File: src/hw/vipc_pkg.sv
// Package of constants and types for the video input pin control block
// Summary of operation
// - Sample the 24-bit pixel bus each CLOCK rise
// - Sync direction low: syncs are inputs, time data
// - Sync direction high: drive vertical sync out
// - Sync direction high, CPU mode low: drive horizontal sync out
// - CPU mode: horizontal sync pin is write strobe
// - Data valid high marks active picture, else blanking
// - CPU mode: data valid pin is chip select
// - Address select low gives 76h, high 75h
// - 7-bit address 11101, inverse select, select
// - Held in reset while hard reset pin low
// - Scan enable high sets scan test precondition
// - Serial data open drain, never driven high
package vipc_pkg;
    localparam int        PIXEL_W         = 24;
    localparam logic [4:0] ADDR_FIXED     = 5'h1d;
    localparam logic [6:0] ADDR_SEL_LOW   = 7'h76;
    localparam logic [6:0] ADDR_SEL_HIGH  = 7'h75;
    localparam int        SYNC_STAGES     = 2;
    localparam logic [PIXEL_W-1:0] PIXEL_RESET = 24'h000000;

    typedef struct packed {
        logic               active;
        logic               hsync;
        logic               vsync;
        logic [PIXEL_W-1:0] data;
    } vipc_pixel_t;

    typedef struct packed {
        logic write_n;
        logic select_n;
    } vipc_host_t;
endpackage : vipc_pkg

File: src/hw/vipc_sync2.sv
// Two flip-flop synchroniser for a bundle of pin levels
`timescale 1ns/100ps
`default_nettype none
module vipc_sync2 #(
    parameter int WIDTH = 1
) (
    input  wire logic             CLOCK,
    input  wire logic             RST,
    input  wire logic [WIDTH-1:0] D,
    output logic      [WIDTH-1:0] Q
);
    import vipc_pkg::*;
    logic [WIDTH-1:0] meta_reg;
    logic [WIDTH-1:0] meta_next;
    logic [WIDTH-1:0] q_next;

    initial if (WIDTH < 1) $error("width must be positive");

    // First stage is read only by the second
    always_comb
    begin
        meta_next = D;
        q_next    = meta_reg;
    end

    always_ff @(posedge CLOCK or posedge RST)
    begin
        if (RST)
        begin
            meta_reg <= '0;
            Q        <= '0;
        end
        else
        begin
            meta_reg <= meta_next;
            Q        <= q_next;
        end
    end
endmodule // vipc_sync2
`default_nettype wire

File: src/hw/vipc_top.sv
// Pin-level control of the digital video input side
`timescale 1ns/100ps
`default_nettype none
module vipc_top #(
    parameter int PIXEL_WIDTH = vipc_pkg::PIXEL_W
) (
    input  wire logic                         CLOCK,
    input  wire logic                         RST,
    input  wire logic [PIXEL_WIDTH-1:0]       PIXEL_DATA,
    input  wire logic                         VSYNC_IN,
    output logic                              VSYNC_OUT,
    output logic                              VSYNC_OE,
    input  wire logic                         HSYNC_OR_WRITE_STROBE_IN,
    output logic                              HSYNC_OR_WRITE_STROBE_OUT,
    output logic                              HSYNC_OR_WRITE_STROBE_OE,
    input  wire logic                         DATA_VALID_OR_CHIP_SELECT,
    input  wire logic                         SYNC_DIRECTION_SELECT,
    input  wire logic                         CPU_MODE,
    input  wire logic                         GEN_VSYNC,
    input  wire logic                         GEN_HSYNC,
    input  wire logic                         SLAVE_ADDR_SELECT,
    input  wire logic                         HARD_RESET_N,
    input  wire logic                         SERIAL_RESET_REQ,
    input  wire logic                         SCAN_TEST_ENABLE,
    input  wire logic                         SERIAL_DATA_LINE_IN,
    input  wire logic                         SERIAL_DATA_PULL_LOW,
    output logic                              SERIAL_DATA_LINE_OUT,
    output logic                              SERIAL_DATA_LINE_OE,
    input  wire logic                         SERIAL_CLOCK_LINE,
    output vipc_pkg::vipc_pixel_t             PIXEL_OUT,
    output logic                              PIXEL_WRITE,
    output vipc_pkg::vipc_host_t              HOST_STROBES,
    output logic [6:0]                        SLAVE_ADDR,
    output logic                              CORE_RESET,
    output logic                              SCAN_MODE,
    output logic                              SERIAL_DATA_SAMPLED,
    output logic                              SERIAL_CLOCK_SAMPLED
);
    import vipc_pkg::*;

    localparam int NS = PIXEL_WIDTH + 9;

    logic [NS-1:0]          pin_raw;
    logic [NS-1:0]          pin_sync;
    logic [PIXEL_WIDTH-1:0] pix_s;
    logic                   vs_s;
    logic                   hs_s;
    logic                   de_s;
    logic                   as_s;
    logic                   rstn_s;
    logic                   scan_s;
    logic                   sda_s;
    logic                   scl_s;
    logic                   reset_s;
    vipc_pixel_t            pixel_reg;
    vipc_pixel_t            pixel_next;
    logic                   write_reg;
    logic                   write_next;
    vipc_host_t             host_reg;
    vipc_host_t             host_next;
    logic [6:0]             addr_reg;
    logic [6:0]             addr_next;
    logic                   core_rst_reg;
    logic                   core_rst_next;
    logic                   scan_reg;
    logic                   scan_next;
    logic                   vs_out_reg;
    logic                   vs_out_next;
    logic                   hs_out_reg;
    logic                   hs_out_next;

    initial if (PIXEL_WIDTH != PIXEL_W) $error("pixel bus must be 24 bits");

    // Every pin but the mode, direction, generator and pull controls crosses two flops before use; serial clock is sampled too
    assign pin_raw = {PIXEL_DATA, VSYNC_IN, HSYNC_OR_WRITE_STROBE_IN,
                      DATA_VALID_OR_CHIP_SELECT, SLAVE_ADDR_SELECT, HARD_RESET_N,
                      SCAN_TEST_ENABLE, SERIAL_DATA_LINE_IN, SERIAL_CLOCK_LINE,
                      SERIAL_RESET_REQ};

    vipc_sync2 #(
        .WIDTH (NS)
    ) u_sync (
        .CLOCK (CLOCK),
        .RST   (RST),
        .D     (pin_raw),
        .Q     (pin_sync)
    );

    assign {pix_s, vs_s, hs_s, de_s, as_s, rstn_s, scan_s, sda_s, scl_s, reset_s} = pin_sync;

    // Pixel capture; blanking samples never reach the picture path
    always_comb
    begin
        pixel_next = pixel_reg;
        write_next = 1'b0;
        host_next  = host_reg;
        if (CPU_MODE)
        begin
            host_next.write_n  = hs_s;
            host_next.select_n = de_s;
            pixel_next.active  = 1'b0;
        end
        else
        begin
            host_next  = '{write_n: 1'b1, select_n: 1'b1};
            pixel_next.hsync  = SYNC_DIRECTION_SELECT ? hs_out_reg : hs_s;
            pixel_next.vsync  = SYNC_DIRECTION_SELECT ? vs_out_reg : vs_s;
            pixel_next.active = de_s;
            if (de_s)
            begin
                pixel_next.data = pix_s;
                write_next      = 1'b1;
            end
        end
    end

    always_ff @(posedge CLOCK or posedge RST)
    begin
        if (RST)
        begin
            pixel_reg <= '{active: 1'b0, hsync: 1'b0, vsync: 1'b0, data: PIXEL_RESET};
            write_reg <= 1'b0;
            host_reg  <= '{write_n: 1'b1, select_n: 1'b1};
        end
        else
        begin
            pixel_reg <= pixel_next;
            write_reg <= write_next;
            host_reg  <= host_next;
        end
    end

    // Sync drive; direction bit is a same-domain control, so no sync stage
    always_comb
    begin
        vs_out_next = GEN_VSYNC;
        hs_out_next = GEN_HSYNC;
    end

    always_ff @(posedge CLOCK or posedge RST)
    begin
        if (RST)
        begin
            vs_out_reg <= 1'b0;
            hs_out_reg <= 1'b0;
        end
        else
        begin
            vs_out_reg <= vs_out_next;
            hs_out_reg <= hs_out_next;
        end
    end

    // Pin stays undriven in CPU mode so the host owns the strobe
    assign VSYNC_OUT                 = vs_out_reg;
    assign VSYNC_OE                  = SYNC_DIRECTION_SELECT;
    assign HSYNC_OR_WRITE_STROBE_OUT = hs_out_reg;
    assign HSYNC_OR_WRITE_STROBE_OE  = SYNC_DIRECTION_SELECT & ~CPU_MODE;

    // Address, reset and scan controls
    always_comb
    begin
        addr_next     = {ADDR_FIXED, ~as_s, as_s};
        core_rst_next = rstn_s ? reset_s : 1'b1;
        scan_next     = scan_s;
    end

    always_ff @(posedge CLOCK or posedge RST)
    begin
        if (RST)
        begin
            addr_reg     <= ADDR_SEL_LOW;
            core_rst_reg <= 1'b1;
            scan_reg     <= 1'b0;
        end
        else
        begin
            addr_reg     <= addr_next;
            core_rst_reg <= core_rst_next;
            scan_reg     <= scan_next;
        end
    end

    // Open drain: output is always low, only the enable moves
    assign SERIAL_DATA_LINE_OUT = 1'b0;
    assign SERIAL_DATA_LINE_OE  = SERIAL_DATA_PULL_LOW & ~RST;

    assign PIXEL_OUT            = pixel_reg;
    assign PIXEL_WRITE          = write_reg;
    assign HOST_STROBES         = host_reg;
    assign SLAVE_ADDR           = addr_reg;
    assign CORE_RESET           = core_rst_reg;
    assign SCAN_MODE            = scan_reg;
    assign SERIAL_DATA_SAMPLED  = sda_s;
    assign SERIAL_CLOCK_SAMPLED = scl_s;

    AST_WRITE_ONLY_ACTIVE: assert property (@(posedge CLOCK) disable iff (RST)
        PIXEL_WRITE |-> PIXEL_OUT.active)
        else $error("pixel written during blanking");
    AST_DATA_CAPTURE: assert property (@(posedge CLOCK) disable iff (RST)
        (de_s && !CPU_MODE) |=> (PIXEL_OUT.data == $past(pix_s) && PIXEL_WRITE))
        else $error("active pixel not captured");
    AST_BLANK_HOLD: assert property (@(posedge CLOCK) disable iff (RST)
        (!de_s) |=> (!PIXEL_OUT.active && $stable(PIXEL_OUT.data)))
        else $error("blanking changed picture");
    AST_SYNC_IN: assert property (@(posedge CLOCK) disable iff (RST)
        (!SYNC_DIRECTION_SELECT && !CPU_MODE) |-> (!VSYNC_OE && !HSYNC_OR_WRITE_STROBE_OE)
        ##1 (PIXEL_OUT.hsync == $past(hs_s)))
        else $error("sync input not used");
    AST_VSYNC_OUT: assert property (@(posedge CLOCK) disable iff (RST)
        SYNC_DIRECTION_SELECT |-> (VSYNC_OE && VSYNC_OUT == $past(GEN_VSYNC)))
        else $error("vertical sync not driven");
    AST_HSYNC_OUT: assert property (@(posedge CLOCK) disable iff (RST)
        (SYNC_DIRECTION_SELECT && !CPU_MODE) |-> (HSYNC_OR_WRITE_STROBE_OE
        && HSYNC_OR_WRITE_STROBE_OUT == $past(GEN_HSYNC)))
        else $error("horizontal sync not driven");
    AST_HOST_STROBES: assert property (@(posedge CLOCK) disable iff (RST)
        CPU_MODE |=> (HOST_STROBES.write_n == $past(hs_s)
        && HOST_STROBES.select_n == $past(de_s) && !PIXEL_WRITE))
        else $error("host strobes wrong");
    AST_ADDR: assert property (@(posedge CLOCK) disable iff (RST)
        1'b1 |=> (SLAVE_ADDR == ($past(as_s) ? ADDR_SEL_HIGH : ADDR_SEL_LOW)))
        else $error("slave address wrong");
    AST_RESET_HELD: assert property (@(posedge CLOCK) disable iff (RST)
        !rstn_s |=> CORE_RESET)
        else $error("reset released while pin low");
    AST_SERIAL_RESET: assert property (@(posedge CLOCK) disable iff (RST)
        rstn_s |=> (CORE_RESET == $past(reset_s)))
        else $error("serial reset not followed");
    AST_SCAN: assert property (@(posedge CLOCK) disable iff (RST)
        1'b1 |=> (SCAN_MODE == $past(scan_s)))
        else $error("scan mode wrong");
    AST_OPEN_DRAIN: assert property (@(posedge CLOCK) disable iff (RST)
        !SERIAL_DATA_LINE_OUT && (SERIAL_DATA_LINE_OE == SERIAL_DATA_PULL_LOW))
        else $error("serial data driven high");
endmodule // vipc_top
`default_nettype wire

File: config.mk
export PLATFORM = sky130hd
export DESIGN_NAME = vipc_top
export DESIGN_NICKNAME = d
export VERILOG_FILES = /design/src/hw/vipc_pkg.sv /design/src/hw/vipc_sync2.sv /design/src/hw/vipc_top.sv
export SDC_FILE = /design/constraint.sdc
export NUM_CORES = 1
export LEC_CHECK = 0
export BUFFER_PORTS_ARGS = -buffer_cell sky130_fd_sc_hd__buf_4
export CAP_MARGIN = 10
export CORE_MARGIN = 2
export CORE_UTILIZATION = 40
export DETAILED_ROUTE_END_ITERATION = 7
export PLACE_DENSITY = 0.67
export REMOVE_ABC_BUFFERS = 1
export SETUP_SLACK_MARGIN = 0.1
export SLEW_MARGIN = 30
export SYNTH_ARGS = -nofsm -noshare
export SYNTH_HDL_FRONTEND = slang
export SYNTH_SLANG_ARGS = --single-unit
File: constraint.sdc
create_clock -name CLOCK -period 6.4 [get_ports CLOCK]
set_input_delay 0.64 -clock CLOCK [delete_from_list [all_inputs] [get_ports CLOCK]]
set_output_delay 0.64 -clock CLOCK [all_outputs]
set_load 0.03 [all_outputs]
==> impl_metrics.json <==
{
  "outcome": "finished, final reports clean",
  "finalSetupViolCount": 0,
  "ys_seq_area_share_pct": 82.14,
  "synthCells": 152,
  "antenna_found_initial": 0,
  "maxCapViolations": 0,
  "gr-usage-all-layers_pct": 11.27,
  "drv_slew": 0,
  "clk_pin_slew_ps": 90,
  "cts_resized": 0,
  "cp.arrival_ps": 1150,
  "cell_internal_pwr_uw": 951.2,
  "die_x_um": 91.79,
  "hpwl_mm": 2.881,
  "fin_util_pct": 51.61,
  "rsz0062_at_grt": "no",
  "final_cells": 344,
  "leakagePower_nw": 1.898,
  "power.net_switching_uw": 324.4,
  "synth.area.top_cells": "dfrtp_1 79%, mux2_4 9.3%, dfstp_2 3.4%",
  "power_frac_seq_pct": 55.4,
  "vias": 1388,
  "diodes": 0,
  "synth-seq-cells": 101,
  "start_util_pct": 40.53,
  "crit_slowest_cell": "and2b_2",
  "drt_pass1_iterations": 4,
  "fillers": 661,
  "path_cells": "buf_4, and2b_2, buf_4",
  "vias_per_cell": 4.035,
  "critPathMaxStageDelay_ps": 210,
  "io_pins": 87,
  "r2r_start": "u_sync.Q[6]",
  "ff2ff_path_depth": 2,
  "dieArea_um2": 8425,
  "post_dp_cell_area_um2": 3734,
  "cts_tree": "yes",
  "hold_class": "in -> async",
  "layout_setup_ws_ps": 4612,
  "clock_sinks": 101,
  "p_clk_share_pct": 30.1,
  "routed_wl_mm": 4.356,
  "drt_iter0_drc": 33,
  "num_rows": 32,
  "ys_warn_count": 0,
  "hold_buffers": 0,
  "root_buffer": "clkbuf_8",
  "cp.required_ps": 5760,
  "place_ws_ps": 4314,
  "grt_max_degree": 89,
  "drive_gt1_share_pct": 52.07,
  "r2r_slack_ps": 4750,
  "r2r-end": "PIXEL_OUT[20]",
  "hold_ws_ps": 203.7,
  "die_y_um": 91.79,
  "cts_made_buffers": 9,
  "clock.fmax_mhz": 559.3,
  "ir_drop_mv": 0.2042,
  "dp.cells": 328,
  "core_area_um2": 7607,
  "design_area_um2": 3926,
  "gr-total-overflow": 0,
  "clock_skew_ps": 5.111,
  "grt_pass1_wl_mm": 7.065,
  "relSlewSlack_pct": 39.18,
  "drtAntennaViolNets": 0,
  "cp_max_fo": 8,
  "setup_tns_ps": 0,
  "crit_path_end_kind": "primary output",
  "p_sw_share_pct": 25.43,
  "synth_area_leader_cell": "dfrtp_1",
  "finalCritPeriodShare_pct": 27.94,
  "fin_crit_ps": 1788,
  "power_density_nw_per_um2": 324.9,
  "gp_congestion": 0.7048,
  "area_delta_synth_final_pct": 27.35,
  "drc": 0,
  "postCtsSetupBuffers": 0,
  "cts.htree.levels": 3,
  "grt_pass1_vias": 1369,
  "critical_path_class": "in -> out",
  "ys_types": 17,
  "post_drt_wl_per_cell_um": 12.66,
  "nNetsFinal": 277,
  "comb_power_share_pct": 14.5,
  "insertion_delay_ps": 340,
  "clockBufferDepth": 2,
  "hold_viol": 0,
  "synth_top_area_share_pct": 78.73,
  "cp-start-kind": "primary input",
  "port_buffers": 80,
  "crit_top_cell": "buf_4",
  "syn_avg_cell_area_um2": 20.28,
  "p_total_mw": 1.276,
  "synth.cell_area_um2": 3083,
  "tightestPinTransition_ps": 910.4
}
[worst max-delay path, delay by kind of cell]
kind / cells / cell delay [ps]
and+or+nand+nor: 1 / 210
buffers and inverters: 2 / 290
[Yosys cell counts (all sizes together)]
cell type  number
and2b           1
mux2i           2
dfstp           4
inv             2
o21ai           2
dfrtp          97
mux2           24
buf            11
conb            2
nand2b          1
nand2           2
nor2b           2
or2b            2
[cell families after synthesis]
logic type,Yosys count,share of synthesized area [%]
flip-flops,101,82.14
buffers and inverters,13,3.856
other,2,0.2436
AND/OR/NAND/NOR,8,1.705
AO/OA/AOI/OAI,2,0.3247
multiplexers,26,11.73
[routing by layer]
metal	wire [um]	global-route usage, %	share of wire (%)
met5	0	0	0
met4	52	6.592	1.2
met3	365	4.684	8.4
met2	2078	15.13	48
met1	1860	15.31	43
[power by group through the flow]
stage | clock, mW | combinational (mW) | sequential [mW]
after floorplan | 0 | 0.0538 | 0.772
after global placement | 0 | 0.184 | 0.719
after detailed placement | 0 | 0.188 | 0.720
after CTS | 0.404 | 0.188 | 0.708
after global routing | 0.431 | 0.196 | 0.712
final | 0.384 | 0.185 | 0.707
[layout make-up]
class,count,area (um^2),share of cell area [%]
timing repair buffer,81,611.8,15.58
sequential,101,2532,64.50
clock inverter,5,61.31,1.562
tap,102,127.6,3.250
inverter,2,10.01,0.2549
clock buffer,11,131.4,3.346
multi-input combinational,42,451.7,11.50
[placed cells by master (no fill, tap or decap)]
| master | instances |
|---|---|
| clkbuf_1 | 2 |
| mux2i_1 | 2 |
| inv_1 | 1 |
| inv_4 | 1 |
| dfstp_2 | 4 |
| mux2_2 | 5 |
| nor2b_4 | 1 |
| nand2_1 | 2 |
| clkinv_4 | 3 |
| nor2b_1 | 1 |
| bufinv_16 | 1 |
| clkinv_2 | 1 |
| mux2_4 | 19 |
| dfrtp_1 | 97 |
| nand2b_1 | 1 |
| clkbuf_8 | 9 |
| buf_4 | 80 |
| and2b_2 | 1 |
| o21ai_0 | 2 |
| conb_1 | 6 |
| buf_6 | 1 |
| or2b_1 | 2 |
[worst max-delay path by stage]
stage,start,end,slack [ps]
finish,CPU_MODE,HSYNC_OR_WRITE_STROBE_OE,4610
global placement,CPU_MODE,PIXEL_OUT[20],4340
global route,CPU_MODE,HSYNC_OR_WRITE_STROBE_OE,4600
floorplan,RST,HSYNC_OR_WRITE_STROBE_OUT,3120
detailed placement,CPU_MODE,PIXEL_OUT[20],4310
CTS,CPU_MODE,HSYNC_OR_WRITE_STROBE_OE,4620
No activity file was read; power rests on OpenSTA's default activity.
